File: src/pcd_pkg.sv
/*
  Constants shared by the pin-change interrupt detector: register byte
  offsets, field positions and reset values.
  Assumes an AXI4-Lite register bus with 32-bit data, one word per register.
*/
package pcd_pkg;
  localparam int unsigned NUM_PINS = 6;
  localparam int unsigned ADDR_W = 5;
  localparam logic [4:0] OFF_THRESH = 5'h00;
  localparam logic [4:0] OFF_RISE = 5'h04;
  localparam logic [4:0] OFF_FALL = 5'h08;
  localparam logic [4:0] OFF_FLAGS = 5'h0C;
  localparam logic [4:0] OFF_CORE = 5'h10;
  localparam logic [4:0] OFF_MASK = 5'h14;
  localparam int unsigned CORE_MEN_BIT = 3;
  localparam int unsigned CORE_SUM_BIT = 0;
  localparam logic [5:0] PIN_RESET = 6'h00;
  localparam logic [1:0] RESP_OKAY = 2'h0;
  localparam logic [1:0] RESP_SLVERR = 2'h2;
endpackage : pcd_pkg

File: src/pcd_detector.sv
/*
  Pin-change interrupt detector with AXI4-Lite register slave.
  Assumes the pads deliver both a Schmitt and a TTL copy of every pin,
  and that the core treats wake_req as a level.
*/
// The address map and the AXI4-Lite slave port were left to the implementer.
`timescale 1ns/10ps
// Contract
// - Select bit picks Schmitt or TTL path
// - Threshold select bits 7-6 read zero
// - Change detection enabled per pin independently
// - Master enable off still sets flags
// - Rise detector gated by rise enable bit
// - Fall detector gated by fall enable bit
// - Both enables flag either edge direction
// - Enabled edge sets flag; irq needs master
// - Summary flag is OR of pin flags
// - Writing zero clears a pin flag
// - Edge during clearing write keeps flag set
// - Change event wakes from sleep if enabled
// - Flags update before first post-wake instruction
// - Master enable bit 3, summary bit 0
// - Six-bit registers, upper bits zero, reset zero
module pcd_detector #(
  parameter int unsigned PINS = pcd_pkg::NUM_PINS
) (
  input wire logic aclk,
  input wire logic aresetn,
  input wire logic [PINS-1:0] pin_schmitt,
  input wire logic [PINS-1:0] pin_ttl,
  output logic [PINS-1:0] port_read,
  output logic irq,
  output logic wake_req,
  input wire logic [pcd_pkg::ADDR_W-1:0] s_axi_awaddr,
  input wire logic [2:0] s_axi_awprot,
  input wire logic s_axi_awvalid,
  output logic s_axi_awready,
  input wire logic [31:0] s_axi_wdata,
  input wire logic [3:0] s_axi_wstrb,
  input wire logic s_axi_wvalid,
  output logic s_axi_wready,
  output logic [1:0] s_axi_bresp,
  output logic s_axi_bvalid,
  input wire logic s_axi_bready,
  input wire logic [pcd_pkg::ADDR_W-1:0] s_axi_araddr,
  input wire logic [2:0] s_axi_arprot,
  input wire logic s_axi_arvalid,
  output logic s_axi_arready,
  output logic [31:0] s_axi_rdata,
  output logic [1:0] s_axi_rresp,
  output logic s_axi_rvalid,
  input wire logic s_axi_rready
);
  logic [PINS-1:0] thresh_q;
  logic [PINS-1:0] rise_en_q;
  logic [PINS-1:0] fall_en_q;
  logic [PINS-1:0] flags_q;
  logic [PINS-1:0] flags_d;
  logic [PINS-1:0] mask_q;
  logic master_en_q;
  logic [PINS-1:0] sel_pin;
  logic [PINS-1:0] rise_p;
  logic [PINS-1:0] fall_p;
  logic [PINS-1:0] event_p;
  logic summary;

  logic aw_hold_q;
  logic w_hold_q;
  logic [pcd_pkg::ADDR_W-1:0] awaddr_q;
  logic [31:0] wdata_q;
  logic [3:0] wstrb_q;
  logic wr_fire;
  logic wr_ok;
  logic [31:0] rd_word;
  logic rd_ok;

  // Pads are selected before synchronising so both port reads and edges see one path
  genvar g;
  generate
    for (g = 0; g < PINS; g++) begin : g_pin
      assign sel_pin[g] = thresh_q[g] ? pin_schmitt[g] : pin_ttl[g];
      pcd_pin_sync u_sync (
        .aclk(aclk),
        .aresetn(aresetn),
        .pin_in(sel_pin[g]),
        .level(port_read[g]),
        .rise(rise_p[g]),
        .fall(fall_p[g])
      );
    end
  endgenerate

  assign event_p = (rise_p & rise_en_q) | (fall_p & fall_en_q);
  assign summary = |flags_q;

  // Interrupt gated by the master enable and the mask; wake gated by the master enable only, not the mask
  assign irq = master_en_q & |(flags_q & mask_q);
  assign wake_req = master_en_q & summary;

  // Write channel: address and data captured in either order
  assign s_axi_awready = ~aw_hold_q & ~s_axi_bvalid;
  assign s_axi_wready = ~w_hold_q & ~s_axi_bvalid;
  assign wr_fire = aw_hold_q & w_hold_q & ~s_axi_bvalid;

  always_ff @(posedge aclk) begin
    if (!aresetn) begin
      aw_hold_q <= 1'b0;
      awaddr_q <= '0;
    end else if (s_axi_awvalid && s_axi_awready) begin
      aw_hold_q <= 1'b1;
      awaddr_q <= s_axi_awaddr;
    end else if (wr_fire) begin
      aw_hold_q <= 1'b0;
    end
  end

  always_ff @(posedge aclk) begin
    if (!aresetn) begin
      w_hold_q <= 1'b0;
      wdata_q <= '0;
      wstrb_q <= '0;
    end else if (s_axi_wvalid && s_axi_wready) begin
      w_hold_q <= 1'b1;
      wdata_q <= s_axi_wdata;
      wstrb_q <= s_axi_wstrb;
    end else if (wr_fire) begin
      w_hold_q <= 1'b0;
    end
  end

  always_comb begin
    wr_ok = 1'b1;
    if (awaddr_q[4:2] > pcd_pkg::OFF_MASK[4:2]) begin
      wr_ok = 1'b0;
    end
  end

  always_ff @(posedge aclk) begin
    if (!aresetn) begin
      s_axi_bvalid <= 1'b0;
      s_axi_bresp <= pcd_pkg::RESP_OKAY;
    end else if (wr_fire) begin
      s_axi_bvalid <= 1'b1;
      s_axi_bresp <= wr_ok ? pcd_pkg::RESP_OKAY : pcd_pkg::RESP_SLVERR;
    end else if (s_axi_bready) begin
      s_axi_bvalid <= 1'b0;
    end
  end

  // Control registers; all fields live in byte lane 0
  always_ff @(posedge aclk) begin
    if (!aresetn) begin
      thresh_q <= pcd_pkg::PIN_RESET;
      rise_en_q <= pcd_pkg::PIN_RESET;
      fall_en_q <= pcd_pkg::PIN_RESET;
      mask_q <= pcd_pkg::PIN_RESET;
      master_en_q <= 1'b0;
    end else if (wr_fire && wstrb_q[0]) begin
      if (awaddr_q == pcd_pkg::OFF_THRESH) begin
        thresh_q <= wdata_q[PINS-1:0];
      end else if (awaddr_q == pcd_pkg::OFF_RISE) begin
        rise_en_q <= wdata_q[PINS-1:0];
      end else if (awaddr_q == pcd_pkg::OFF_FALL) begin
        fall_en_q <= wdata_q[PINS-1:0];
      end else if (awaddr_q == pcd_pkg::OFF_CORE) begin
        master_en_q <= wdata_q[pcd_pkg::CORE_MEN_BIT];
      end else if (awaddr_q == pcd_pkg::OFF_MASK) begin
        mask_q <= wdata_q[PINS-1:0];
      end
    end
  end

  // Flags: a written zero clears, a same-cycle edge always wins
  always_comb begin
    flags_d = flags_q;
    if (wr_fire && wstrb_q[0] && awaddr_q == pcd_pkg::OFF_FLAGS) begin
      flags_d = flags_q & wdata_q[PINS-1:0];
    end
    flags_d = flags_d | event_p;
  end

  always_ff @(posedge aclk) begin
    if (!aresetn) begin
      flags_q <= pcd_pkg::PIN_RESET;
    end else begin
      flags_q <= flags_d;
    end
  end

  // Read channel: data registered, one read at a time
  always_comb begin
    rd_word = '0;
    rd_ok = 1'b1;
    if (s_axi_araddr == pcd_pkg::OFF_THRESH) begin
      rd_word[PINS-1:0] = thresh_q;
    end else if (s_axi_araddr == pcd_pkg::OFF_RISE) begin
      rd_word[PINS-1:0] = rise_en_q;
    end else if (s_axi_araddr == pcd_pkg::OFF_FALL) begin
      rd_word[PINS-1:0] = fall_en_q;
    end else if (s_axi_araddr == pcd_pkg::OFF_FLAGS) begin
      rd_word[PINS-1:0] = flags_q;
    end else if (s_axi_araddr == pcd_pkg::OFF_CORE) begin
      rd_word[pcd_pkg::CORE_MEN_BIT] = master_en_q;
      rd_word[pcd_pkg::CORE_SUM_BIT] = summary;
    end else if (s_axi_araddr == pcd_pkg::OFF_MASK) begin
      rd_word[PINS-1:0] = mask_q;
    end else if (s_axi_araddr[1:0] != 2'h0) begin
      rd_word = '0;
    end else begin
      rd_ok = 1'b0;
    end
  end

  assign s_axi_arready = ~s_axi_rvalid;

  always_ff @(posedge aclk) begin
    if (!aresetn) begin
      s_axi_rvalid <= 1'b0;
      s_axi_rdata <= '0;
      s_axi_rresp <= pcd_pkg::RESP_OKAY;
    end else if (s_axi_arvalid && s_axi_arready) begin
      s_axi_rvalid <= 1'b1;
      s_axi_rdata <= rd_word;
      s_axi_rresp <= rd_ok ? pcd_pkg::RESP_OKAY : pcd_pkg::RESP_SLVERR;
    end else if (s_axi_rready) begin
      s_axi_rvalid <= 1'b0;
    end
  end
endmodule : pcd_detector

File: src/pcd_pin_sync.sv
/*
  Two-flop synchroniser with edge pulses for one pin.
  Assumes the pin level is asynchronous to aclk.
*/
`timescale 1ns/10ps
module pcd_pin_sync (
  input wire logic aclk,
  input wire logic aresetn,
  input wire logic pin_in,
  output logic level,
  output logic rise,
  output logic fall
);
  logic meta_q;
  logic sync_q;
  logic prev_q;

  always_ff @(posedge aclk) begin
    if (!aresetn) begin
      meta_q <= 1'b0;
      sync_q <= 1'b0;
      prev_q <= 1'b0;
    end else begin
      meta_q <= pin_in;
      sync_q <= meta_q;
      prev_q <= sync_q;
    end
  end

  assign level = sync_q;
  assign rise = sync_q & ~prev_q;
  assign fall = ~sync_q & prev_q;
endmodule : pcd_pin_sync

File: config.mk
export PLATFORM = sky130hd
export DESIGN_NAME = pcd_detector
export DESIGN_NICKNAME = d
export VERILOG_FILES = /design/src/pcd_pkg.sv /design/src/pcd_detector.sv /design/src/pcd_pin_sync.sv
export SDC_FILE = /design/constraint.sdc
export NUM_CORES = 1
export LEC_CHECK = 0
export ABC_CLOCK_PERIOD_IN_PS = 1300
export BUFFER_PORTS_ARGS = -buffer_cell sky130_fd_sc_hd__buf_2
export CAP_MARGIN = 20
export CORE_ASPECT_RATIO = 1.25
export CORE_MARGIN = 10
export CORE_UTILIZATION = 45
export DETAILED_ROUTE_END_ITERATION = 10
export GPL_ROUTABILITY_DRIVEN = 0
export PLACE_DENSITY = 0.75
export SYNTH_ARGS = -nofsm -noshare
export SYNTH_HDL_FRONTEND = slang
export SYNTH_SLANG_ARGS = --single-unit
export TNS_END_PERCENT = 5
File: constraint.sdc
create_clock -name aclk -period 1.3 [get_ports aclk]
set_input_delay 0.195 -clock aclk [delete_from_list [all_inputs] [get_ports aclk]]
set_output_delay 0.195 -clock aclk [all_outputs]
set_load 0.02 [all_outputs]
# Yosys cells after proc, flatten, opt, wreduce, memory -nomap -nowiden
# Cells that the tools add are included.
dict set report totals {
  regBits 101
  inputBits 71
  wordCells 141
  out_inout_bits 49
}
dict set report op_classes {
  n_mux 33
  n_eq_ne 10
  reduce_logical 19
  bitwise 44
  order_cmp 1
}
# cell n
set op_table {}
lappend op_table {{2-to-1 mux 6 bit} 6}
lappend op_table {{2-to-1 mux 26 bit} 1}
lappend op_table {{AND 6 bit} 4}
lappend op_table {{2-to-1 mux 1 bit} 22}
lappend op_table {{== test 5 x 4 -> 1 bit, second input constant} 4}
lappend op_table {{== test 5 bit, second input constant} 4}
lappend op_table {{inverter 1 bit} 20}
lappend op_table {{AND 1 bit} 18}
lappend op_table {{OR 6 bit} 2}
lappend op_table {{OR reduction 6 bit} 2}
lappend op_table {{== test 5 x 3 -> 1 bit, second input constant} 2}
lappend op_table {{zero test 5 bit} 2}
lappend op_table {{nonzero test 2 bit} 5}
lappend op_table {{2-to-1 mux 2 bit} 4}
lappend op_table {{AND reduction 6 bit} 1}
lappend op_table {{logical AND 1 bit} 5}
lappend op_table {{AND reduction 5 bit} 1}
lappend op_table {{AND reduction 4 bit} 1}
lappend op_table {{> comparator 3 bit, second input constant} 1}
lappend op_table {{AND reduction 3 bit} 1}
lappend op_table {{AND reduction 2 bit} 1}

# Longest topological paths before layout
# Gate-level depths: netlist of run 1.
dict set report depth {
  depth_word 9
  depth_mapped 6
  ltp_nobuf 4
}

# Cells and area by module
# A second synthesis of run 1 with hierarchy kept.
dict set report unflattened {
  cells_unflattened 367
  area_unflattened_um2 3395.8
}
# module cells_per_inst area_each_um2 seq_area_each_um2 instances
set modules_own_cells {}
lappend modules_own_cells {pcd_detector 319 2847.7 1101.1 1}
lappend modules_own_cells {pcd_pin_sync 8 91.3 60.1 6}

# Worst setup path before layout of run 1
# Ideal clock, no wire load.
dict set report synth_timing {
  path_kind {register -> register}
  start {register s_axi_bvalid}
  end {register mask_q[3]}
  stages_incl_launch_ff 7
  n_path_buf 2
  t_arrival_ps 1414
  required_ps 1178
  setup_slack_ps -236
  period_less_slack_ps 1536
  cell_sequence {dfxtp_1 -> and3b_1 -> buf_6 -> and3_1 -> and3_1 -> buf_6 -> mux2i_1}
}
dict set report synth_between {
  elab_chain_len 4
}
# item line_no
set synth_lines {}
lappend synth_lines {{from (decl)} pcd_detector.sv:43} ;# output logic s_axi_bvalid,
lappend synth_lines {{from (signal assigned)} pcd_detector.sv:140} ;# s_axi_bvalid <= 1'b0;
lappend synth_lines {{from (signal assigned)} pcd_detector.sv:143} ;# s_axi_bvalid <= 1'b1;
lappend synth_lines {{from (signal assigned)} pcd_detector.sv:146} ;# s_axi_bvalid <= 1'b0;
lappend synth_lines {{inverter 1 bit} pcd_detector.sv:103} ;# assign wr_fire = aw_hold_q & w_hold_q & ~s_axi_bvalid;
lappend synth_lines {{AND 1 bit} pcd_detector.sv:103}
lappend synth_lines {{logical AND 1 bit} pcd_detector.sv:158} ;# end else if (wr_fire && wstrb_q[0]) begin
lappend synth_lines {{AND reduction 6 bit (no line)} n/a}
lappend synth_lines {{to (signal assigned)} pcd_detector.sv:156} ;# mask_q <= pcd_pkg::PIN_RESET;
lappend synth_lines {{to (signal assigned)} pcd_detector.sv:168} ;# mask_q <= wdata_q[PINS-1:0];
lappend synth_lines {{to (decl)} pcd_detector.sv:59} ;# logic [PINS-1:0] mask_q;
# No other way between the ends.
# A chain may end at the register's enable or synchronous reset.

# Worst setup path in the final report of run 1
dict set report layout_timing {
  start {register flags_q[4]}
  end {output port wake_req}
}
dict set report layout_between {
  elab_chain_len 2
}
# item line_no
set layout_lines {}
lappend layout_lines {{from (decl)} pcd_detector.sv:57} ;# logic [PINS-1:0] flags_q;
lappend layout_lines {{from (signal assigned)} pcd_detector.sv:184} ;# flags_q <= pcd_pkg::PIN_RESET;
lappend layout_lines {{from (signal assigned)} pcd_detector.sv:186} ;# flags_q <= flags_d;
lappend layout_lines {{OR reduction 6 bit} pcd_detector.sv:94} ;# assign summary = |flags_q;
lappend layout_lines {{AND 1 bit} pcd_detector.sv:98} ;# assign wake_req = master_en_q & summary;
lappend layout_lines {{to (decl)} pcd_detector.sv:33} ;# output logic wake_req,
# No other way between the ends.

==> summary.md, run 1 <==
Detailed-route wire length per cell: 14.8 um. In this run the static leakage power is 1.64 nW. The total DRC errors in the routed layout is 0, and the share of the synthesized area in the top cell type is 43.6%. Final hold analysis gives a worst-case slack of 0.0973 ns.

The run finished, with violations left. Wire segments on met2 add up to 3830 um in the final route. Data arrives at the worst endpoint at 1.60 ns. The clock arrives with 0.00769 ns of skew. The smallest clock period supported by the final layout is computed as 1.79 ns. The number of rows created at floorplan is 35.

Once placement finished, the instance area stood at 3770 sq um. The routed design has 8030 um of wire. Top layer used by detailed routing: met4.

The number of enable-type register cells in the synthesized netlist came out at 0. STA classifies the critical path endpoint as an output pin. Setup violations remaining at the end of the flow were counted as 11. The tools report the starting density of the core as 45.8%. The run gives 37 as the distinct cell type count of the synthesized netlist. Critical path start-end classification: flip-flop to output pin. The number of optimization iterations in the first detailed-route pass was 4; the synthesized flop and latch total was 73. The tools report the maximum level of the CTS H-tree as 3. 120 I/O pins were placed. The met3 routed wirelength was 698 um. For the final routed database, the setup TNS stands at -1.36 ns. The most numerous cell in the Yosys netlist is dfxtp_1.

Counting every sink on the clock net gives 73. The remaining global-route overflow is 0, and the data required time of the critical path is 1.11 ns. The mean post-synth cell area was 8.87 sq um; the clock-pin transition on the worst setup and hold timing paths was 0.07 ns. Counting along the longest clock path gives a buffer depth of 2.

The number of max-slew violations in the final report is 0, and the HPWL reported at the end of detailed placement is 6000 um. The tree is rooted in a clkbuf_8. Using the TritonRoute via totals, the vias-per-cell ratio works out to 5.10. The type of the tightest min-delay check is input port to flip-flop. The total number of vias was 2770; the number of global-route vias before repair was 2752. The area added between synthesis and finish works out to 21.5%. For the post-layout worst setup margin, the log shows -0.494 ns. Dominant cell type by area after synthesis: dfxtp_1. Cells with a size suffix above 1 make up 27.9% of the layout. The number of buffers inserted during clock tree synthesis was 9; the largest driver fanout on the critical path was 2.

The run gives 0 as the initial antenna violation count. The initial DRC count came out at 213. Number of buffers inserted by port buffering: 56. Of the synthesized area, sequential elements account for 43.6%. Setup repair after global routing could not meet its margin everywhere. For the pin with the worst max-slew slack, the measured transition is 0.489 ns. The final reports fail on setup timing. The number of antenna diodes in the final layout is 0. The die span in y was 116 um; the post-route met1 wirelength was 3400 um. Summing every instance area after synthesis gives 3350 sq um. During synthesis, Yosys emitted a total of 0 warnings. Of the available clock period, the critical path in the final layout requires 138%. The worst setup path is launched from a flip-flop. Measured along the x axis, the die boundary spans 97.2 um. The first global-routing pass estimated 13000 um of wire. Summing internal, switching and leakage power gives 4.57 mW. The total area inside the core boundary comes to 7310 sq um. The number of cells produced by synthesis is 378, and the highest clock rate is 557 MHz.

The tools report the number of max-capacitance violations reported as 0. The most used flip-flop cell after synthesis is dfxtp_1. Global routing used 14.0% of the available tracks. Headroom to the max-slew limit came out at 67.0%.

The net count of the finished layout is 518. Cells fill 55.7% of the core in the end. The die footprint was 11300 sq um; the async set or reset register ratio after synthesis was 0%. After synthesis, the cell types taking the most area are dfxtp_1, mux2i_1, buf_4.

Counting instances in the post-synthesis netlist gives the leading cell types as dfxtp_1, o21ai_0, buf_4. Across the VDD grid, the largest voltage drop is 0.569 mV. The pin count of the biggest net entering global routing was 51; the latest clock arrival within the worst-skew pair was 0.35 ns. The power density over the cells is 1120 nW/um^2, and the total non-filler cell area in the finished layout is 4070 sq um.

The count of nets left with antenna violations once routing finished came out at 0. The final hold violation count came out at 0. TritonCTS built the clock tree.
==> state kept, by name, summed over array words and instances (netlist names) <==
| signal | count |
|---|---|
| g_pin.u_sync.prev_q | 6 |
| awaddr_q | 5 |
| master_en_q | 1 |
| fall_en_q | 6 |
| wstrb_q | 1 |
| mask_q | 6 |
| thresh_q | 6 |
| rise_en_q | 6 |
| s_axi_rvalid | 1 |
| flags_q | 6 |
| g_pin.u_sync.meta_q | 6 |
| s_axi_bresp | 1 |
| aw_hold_q | 1 |
| s_axi_rdata | 6 |
| s_axi_bvalid | 1 |
| g_pin.u_sync.level | 6 |
| s_axi_rresp | 1 |
| wdata_q | 6 |
| w_hold_q | 1 |
==> per-stage QoR <==
| step | instances | setup slack, ns |
|---|---|---|
| 2_1_floorplan | 405 | -0.119 |
| 3_3_place_gp | 528 | -0.151 |
| 3_5_place_dp | 528 | -0.164 |
| 4_1_cts | 543 | -0.489 |
| 5_1_grt | 543 | -0.573 |
| 6_report | 543 | -0.494 |
==> worst max-delay path: stages, from the launching register on <==
cell and delay (ns):
dfxtp_2 0.33, or4_4 0.54, nor3_2 0.14, nor2_1 0.08
buf_2 0.16
==> path summary, 6_finish.rpt <==
path | startpoint | endpoint | slack [ns] | cells after the start
worst max-delay path | flags_q[4] | wake_req | -0.49 | 4
worst min-delay path | pin_ttl[4] | g_pin[4].u_sync.meta_q | 0.1 | 3
worst max register to register | flags_q[4] | s_axi_rdata[0] | -0.21 | 4
worst min register to register | g_pin[2].u_sync.meta_q | g_pin[2].u_sync.level | 0.44 | 1
==> area by class of cell <==
class / count / area [sq um]
inverters: 6 / 22.5
repair buffers: 85 / 574
multi-input cells: 272 / 1710
clock buffers: 9 / 124
clock inverters: 6 / 60.1
flip-flops and latches: 73 / 1470
well taps: 92 / 115
fillers: 651 / 3240
==> routing by layer <==
metal  vias to the layer above  GRT usage (%)
met4                         0           6.21
met1                      1262           16.0
met2                       103           22.7
li1                       1394              -
met3                        11           5.86
met5                         -              0
==> repair_timing <==
action | 4_1_cts | 5_1_grt
hold buffers | 0 | 0
buffers inserted | 0 | 1
setup endpoints to repair | 18 | 40
resized for setup | 10 | 27
pin swaps | 2 | 9
==> cells in the final DEF, fill, tap and decap left out, types with 4 or more instances in the layout <==
master and n:
nand2b_1 7, nor2_1 12, buf_4 23, conb_1 28, a22oi_1 4, nand3_1 25, o21ai_0 30, nand4_1 5
inv_1 6, and2_1 12, a311o_1 4, buf_12 4, buf_6 5, nand3b_1 8, nand2_1 30, a21oi_1 4
dfxtp_1 66, clkbuf_8 9, o211ai_1 4, dfxtp_2 6, nor2b_1 25, nor3_2 5, o21ai_1 5, mux2i_1 30
buf_2 53
==> logic make-up after synthesis <==
| kind of cell | after synthesis | share of synthesized area (%) |
|---|---|---|
| other cells | 1 | 0.112 |
| compound gates | 66 | 12.3 |
| simple gates | 148 | 23.9 |
| mux | 30 | 8.96 |
| buf+inv | 60 | 11.1 |
| flops | 73 | 43.6 |
==> where the power goes <==
part	switching (mW)	internal (mW)
sequential	0.0401	2.30
clock	0.830	0.864
combinational	0.314	0.227
total	1.18	3.39
Power figures use the tool's default switching activity.
==> run 2: changes to the inputs <==
==> constraint.sdc (replaced) <==
create_clock -name aclk -period 1.3 [get_ports aclk]
set_input_delay 0.26 -clock aclk [delete_from_list [all_inputs] [get_ports aclk]]
set_output_delay 0.26 -clock aclk [all_outputs]
set_load 0.02 [all_outputs]
==> run 2 against run 1 <==
Against the previous run: the run still ends with setup timing left; sequential share of layout area fell by 0.45 points; hold slack improved by 0.054 ns; routed wire length rose by 0.82%; register-to-register slack got worse by 0.03 ns; critical path type unchanged; largest cell class unchanged.
==> summary.md, run 2 (synthesis results as in run 1) <==
Detailed-route wire length per cell: 14.7 um. After detailed routing, the number of remaining DRC violations is 0. At the worst endpoint, the required time is 1.04 ns. In this run the worst path has a maximum fanout of 2. Global routing finished with a remaining overflow of 0. The net total in the final layout is 525, and the via density per instance is 5.11. Root cell of the clock tree: clkbuf_8. The run gives 8100 um as the routed wire length. Setup repair after global routing could not meet its margin everywhere. The number of placed instances, taps included, is 535. The initial antenna violation count was 0; the multi-input logic area was 1700 sq um. Wire length of the first global-routing pass: 13600 um.

For this run, the total global-route usage over all layers was measured as 14.5%. The count of clock tree sinks came out at 73. In the layout the commonest cells are dfxtp_1, buf_2, o21ai_0. For the finished layout, the period the worst path requires is 1.85 ns. The starting density of the core was 45.8%; the horizontal die dimension was 97.2 um. STA classifies the critical path startpoint as a flip-flop. The library cell used most frequently in the layout, excluding fill and tap cells, is dfxtp_1.

Detailed placement finished with a half-perimeter wire length of 5890 um. The latest clock arrival within the worst-skew pair came out at 0.36 ns. The power density over the cells was 1120 nW/um^2. The area added between synthesis and finish was 23.1%; the tightest hold margin was 0.151 ns.

The post-layout worst setup margin was -0.548 ns. The tools report the initial DRC count as 169. Between clock sinks in the finished design, the worst skew comes to 0.00934 ns. The final reports fail on setup timing.

The pre-antenna-repair detailed-routing pass consisted of 4 iterations. The share of cells above drive strength 1 is 28.8%, and the number of global-route vias before repair is 2810. Summing all flip-flop and latch instances after layout gives 1470 sq um. Input and output buffers added on the ports amount to 56. Counting along the longest clock path gives a buffer depth of 2. After layout, the worst path uses 142% of the clock period.

The final hold violation count was 0; the maximum level of the CTS H-tree was 3. The logs give 11300 sq um for the die footprint and 1.68 nW for the leakage component of the power. Timing would allow up to 541 MHz.

The critical path start-end classification was flip-flop to output pin. The tools report the number of max-capacitance violations reported as 0. The run finished, with violations left. The clock-pin transition on the worst setup and hold timing paths is 0.08 ns, and the count of antenna diodes in the layout is 0. Entering global routing, the biggest net connects 81 pins. The number of max-slew violations in the final report was 0. The logs give 1.59 ns for the data arrival time of the critical path and 0 for the remaining antenna violation count after routing. The total area inside the core boundary comes to 7310 sq um. The tools report the count of boundary I/O pins as 120. The tools report the number of filler instances in the final layout as 659. The logs give 0.692 mV for the peak ir drop on the vdd network and 0 for the number of setup buffers added after CTS. The tools report the capturing element type of the critical path as an output pin. The finished layout holds 551 standard cells, fillers aside. The run gives 2817 as the total number of vias. TritonCTS built the clock tree.

The type of the tightest min-delay check was input port to flip-flop. The number of buffers inserted during clock tree synthesis was 9; the count of hold buffers inserted by post-cts repair was 0. The number of rows created at floorplan was 35; the placement-stage worst setup slack was -0.182 ns. The die span in y was 116 um.

The tools report the final setup violation count as 15.
## run 2: where the power goes
part | internal (mW) | switching (mW)
sequential | 2.30 | 0.0420
combinational | 0.235 | 0.312
clock | 0.880 | 0.855
total | 3.41 | 1.21
## run 2: worst max-delay path, stage by stage (launching register included)
cell and delay, ns:
dfxtp_2 0.32, or4_4 0.55, nor3_4 0.15, nor2_2 0.07, buf_6 0.13
## run 2: stage by stage
step / setup TNS, ns / power (mW) / utilization (%) / area [sq um]
detailed placement: -1.55 / 2.91 / 52.4 / 3830
global placement: -0.938 / 2.90 / 52.4 / 3830
finish: -1.68 / 4.62 / 56.4 / 4130
CTS: -1.63 / 4.65 / 56.0 / 4100
floorplan: -0.738 / 2.78 / - / 3460
global route: -3.02 / 4.83 / 56.4 / 4130
## run 2: layout make-up
cell class	instances	share of cell area, %
clock buffer	9	3.00
clock inverter	7	1.73
inverter	6	0.546
multi-input combinational	272	41.2
sequential	73	35.7
tap	92	2.79
timing repair buffer	92	15.1
## run 2: path summary, 6_finish.rpt
| kind | cells past startpoint | to | slack, ns | from |
|---|---|---|---|---|
| max reg2reg | 4 | s_axi_rdata[0] | -0.24 | flags_q[4] |
| max | 4 | wake_req | -0.55 | flags_q[4] |
| min reg2reg | 1 | g_pin[4].u_sync.level | 0.43 | g_pin[4].u_sync.meta_q |
| min | 3 | g_pin[3].u_sync.meta_q | 0.15 | pin_ttl[3] |
## run 2: repair_timing
| item | 4_1_cts | 5_1_grt |
|---|---|---|
| pin swaps | 3 | 1 |
| endpoints found under the setup margin | 19 | 28 |
| resized for setup | 20 | 9 |
## run 2: metal layers
| metal | routed length (um) | GRT usage [%] | vias up |
|---|---|---|---|
| li1 | - | - | 1404 |
| met1 | 3400 | 16.4 | 1296 |
| met2 | 3870 | 23.8 | 101 |
| met3 | 649 | 4.85 | 16 |
| met4 | 182 | 7.59 | 0 |
| met5 | 0 | 0 | - |
==> run 3: changes to the inputs <==
--- a/config.mk
+++ b/config.mk
@@ -5,6 +5,7 @@
 export SDC_FILE = /design/constraint.sdc
 export NUM_CORES = 1
 export LEC_CHECK = 0
+export ABC_AREA = 1
 export ABC_CLOCK_PERIOD_IN_PS = 1300
 export BUFFER_PORTS_ARGS = -buffer_cell sky130_fd_sc_hd__buf_2
 export CAP_MARGIN = 20
==> run 3 against run 2 <==
Against the previous run: maximum frequency rose by 18%; global-route usage rose by 1.1 points; flip-flop and latch count did not move; final area rose by 3.0%; critical path type unchanged; the flow still finishes with violations (setup timing); sequential share of layout area fell by 1.1 points; critical endpoint is now irq; via count rose by 11%; largest cell class unchanged.
==> summary.md, run 3 <==
The final reports fail on setup timing. Across the run, the number of max-cap violations was 0. The slowest cell on the critical path was dfxtp_2. Setup violations remaining at the end of the flow were counted as 10.

The core region is 7400 sq um. Among all flip-flop cells after synthesis, the most frequent one is dfxtp_1. Clock-pin slew was measured on the worst setup and hold paths at 0.08 ns.

Across all hold checks on the routed design, the worst slack comes to 0.133 ns. Setup repair after global routing could not meet its margin everywhere. The most numerous cell in the Yosys netlist was dfxtp_1.

Traced cell by cell, the critical path runs through inv_2, o21ai_2, a221oi_2, a31oi_2, buf_4. The wire length of the first global-routing pass is 15000 um, and the cell area after synthesis is 3450 sq um. The critical path is of the flip-flop to output pin type. In the post-synthesis netlist, the biggest area contributors are dfxtp_1, inv_1, buf_4. Along the worst hold path, the cell count comes to 3. The kind of cell adding the most delay to the critical path was compound AO/OA/AOI/OAI gates. Leaving out fill and tap cells, the most frequent cell in the layout is inv_1. The post-layout worst setup margin came out at -0.265 ns. STA puts the critical path data arrival time at 1.31 ns.

After synthesis, flip-flops and latches occupy 42.4% of the total area. The tools report the die footprint as 11600 sq um. The run gives 456 as the number of cells produced by synthesis. The buffering stage count on the worst path with inverters included is 2. The total overflow left after global routing is 0. Global routing used 17.0% of the available met1 tracks. For the count of boundary I/O pins, the log shows 120. In the layout the commonest cells are inv_1, dfxtp_1, nand2_1. At the worst endpoint, the required time is 1.04 ns. The type of the tightest min-delay check was input port to flip-flop. Worst clock skew: 0.00883 ns. Timing would allow up to 639 MHz.

For this configuration, the core starts out at a cell density of 46.6%. Along the worst path, the maximum fanout reaches 2. The floorplan has 35 rows. TritonCTS built the clock tree. In this run the vertical extent of the chip is 118 um. Hold repair after CTS inserted 0 buffers. For the initial antenna violation count, the log shows 0. The post-route core utilization was 57.4%; the final period utilization was 120%. In this run the deepest clock path goes through 2 buffers.

The detailed-route wire length per cell came out at 14.2 um. The tools report the latest clock arrival within the worst-skew pair as 0.35 ns. In this run the remaining antenna-violating nets after routing total 0. The final hold violation count is 0, and the depth of the most critical reg-to-reg path is 6. The clock net in this run drives a total of 73 sinks. Using the TritonRoute via totals, the vias-per-cell ratio works out to 4.97. Global routing consumed, over all layers together, 15.5% of the routing resources. The synthesized netlist contains 32 unique library cells. Entering global routing, the biggest net connects 33 pins. The synthesized flop and latch total is 73, and the number of warnings issued by yosys is 0. The HPWL reported at the end of detailed placement was 6720 um.

Summed over all cells, the static leakage comes to 1.96 nW. Detailed routing inserted a total of 3135 vias. After layout, the minimum clock period comes to 1.57 ns. The pre-antenna-repair detailed-routing pass consisted of 4 iterations. In this design, the stage delay of the slowest critical-path cell is 0.33 ns.

The maximum level of the CTS H-tree came out at 3. The detailed router finished its first iteration with 242 violations. The biggest area contributor in the post-synthesis netlist is dfxtp_1.

The async set or reset register ratio after synthesis is 0%. The total DRC errors in the routed layout is 0, and the post-route setup TNS is -0.562 ns. The number of global-route vias before repair was 3082; the number of enable-type register cells in the synthesized netlist was 0. The routed wire length is 8950 um.

For the fraction of met3 tracks used by global routing, the log shows 4.52%. The critical path crosses 5 cells after its start point. In the final design database the tool counted 606 nets.

By count the netlist is led by dfxtp_1, inv_1, nand2_1. The area growth from synthesis to layout is 23.3%. The run gives 0 as the number of max-slew violations in the final report. The number of buffers inserted during clock tree synthesis came out at 9.

The capturing element type of the critical path was an output pin. The worst setup path is launched from a flip-flop. The flow ran to the end, but the final reports show violations.

After layout, the design draws a total of 4.90 mW. The root cell of the clock tree is clkbuf_8. During placement, the flow inserted port buffers numbering 56. After global routing, the most crowded layer is met2. In the final layout, the share of cells above drive strength 1 is 31.0%. The die is 98.3 um wide.

After synthesis, the largest area contributor takes up 42.4% of total cell area. For this design the ratio of total power to cell area is 1150 nW/um^2. For this run, global-route usage on met2 was measured as 26.2%. The run gives 0.875 mV as the peak ir drop on the vdd network. The mean post-synth cell area was 7.56 sq um.

The count of antenna diodes in the layout came out at 0.
[run 3: cell count changes after synthesis, sizes merged, moves of 8 or more]
cell / before / now
nor2b: 25 / 0
and2: 13 / 0
nor2: 14 / 50
clkbuf: 15 / 7
mux2i: 30 / 0
inv: 6 / 78
a21oi: 4 / 42
a211oi: 0 / 13
nand2: 30 / 67
[run 3: final cells by class]
cell class,instances,area [sq um]
timing repair buffer,86,574
sequential,73,1470
tap,92,115
multi-input combinational,287,1570
inverter,78,298
clock buffer,10,138
clock inverter,5,80.1
fill,692,3150
[run 3: routing by layer]
| layer | wire [um] | part of all wire (%) |
|---|---|---|
| met5 | 0 | 0 |
| met1 | 3540 | 40 |
| met2 | 4350 | 49 |
| met4 | 366 | 4.1 |
| met3 | 690 | 7.7 |
[run 3: final timing paths]
check                          from                      to  slack [ns]
min                  pin_schmitt[5]  g_pin[5].u_sync.meta_q        0.13
max reg2reg             awaddr_q[1]              flags_q[3]       -0.03
min reg2reg  g_pin[2].u_sync.meta_q   g_pin[2].u_sync.level        0.42
max                      flags_q[2]                     irq       -0.27
[run 3: report_power, final]
group / total (mW) / switching (mW) / internal (mW)
sequential: 2.37 / 0.0629 / 2.31
combinational: 0.583 / 0.380 / 0.204
clock: 1.94 / 0.824 / 1.12
[run 3: stage by stage]
stage	setup slack [ns]	area [sq um]	cells
2_1_floorplan	-0.0436	3550	483
3_3_place_gp	-0.0274	3890	614
3_5_place_dp	-0.0594	3890	614
4_1_cts	-0.330	4190	630
5_1_grt	-0.318	4250	631
6_report	-0.265	4250	631
[run 3: cells by family (layout without fill, tap and decap cells)]
family	count (synthesis)	count (layout)	synth area share, %
compound gates	109	109	19.6
buf+inv	123	179	17.6
simple gates	150	150	20.3
flops	73	73	42.4
other cells	1	28	0.109
[run 3: worst register-to-register path, cell delays in order (launching register included)]
cell,delay [ns]
dfxtp_2,0.34
nor2_4,0.15
nand3_2,0.11
nor3_4,0.33
a21oi_1,0.12
o21ai_1,0.14
inv_1,0.05
[run 3: timing repair]
| action | CTS | global route |
|---|---|---|
| resized for setup | 21 | 22 |
| pin swaps | 7 | 7 |
| buffers inserted | 1 | 1 |
| endpoints found under the setup margin | 13 | 37 |
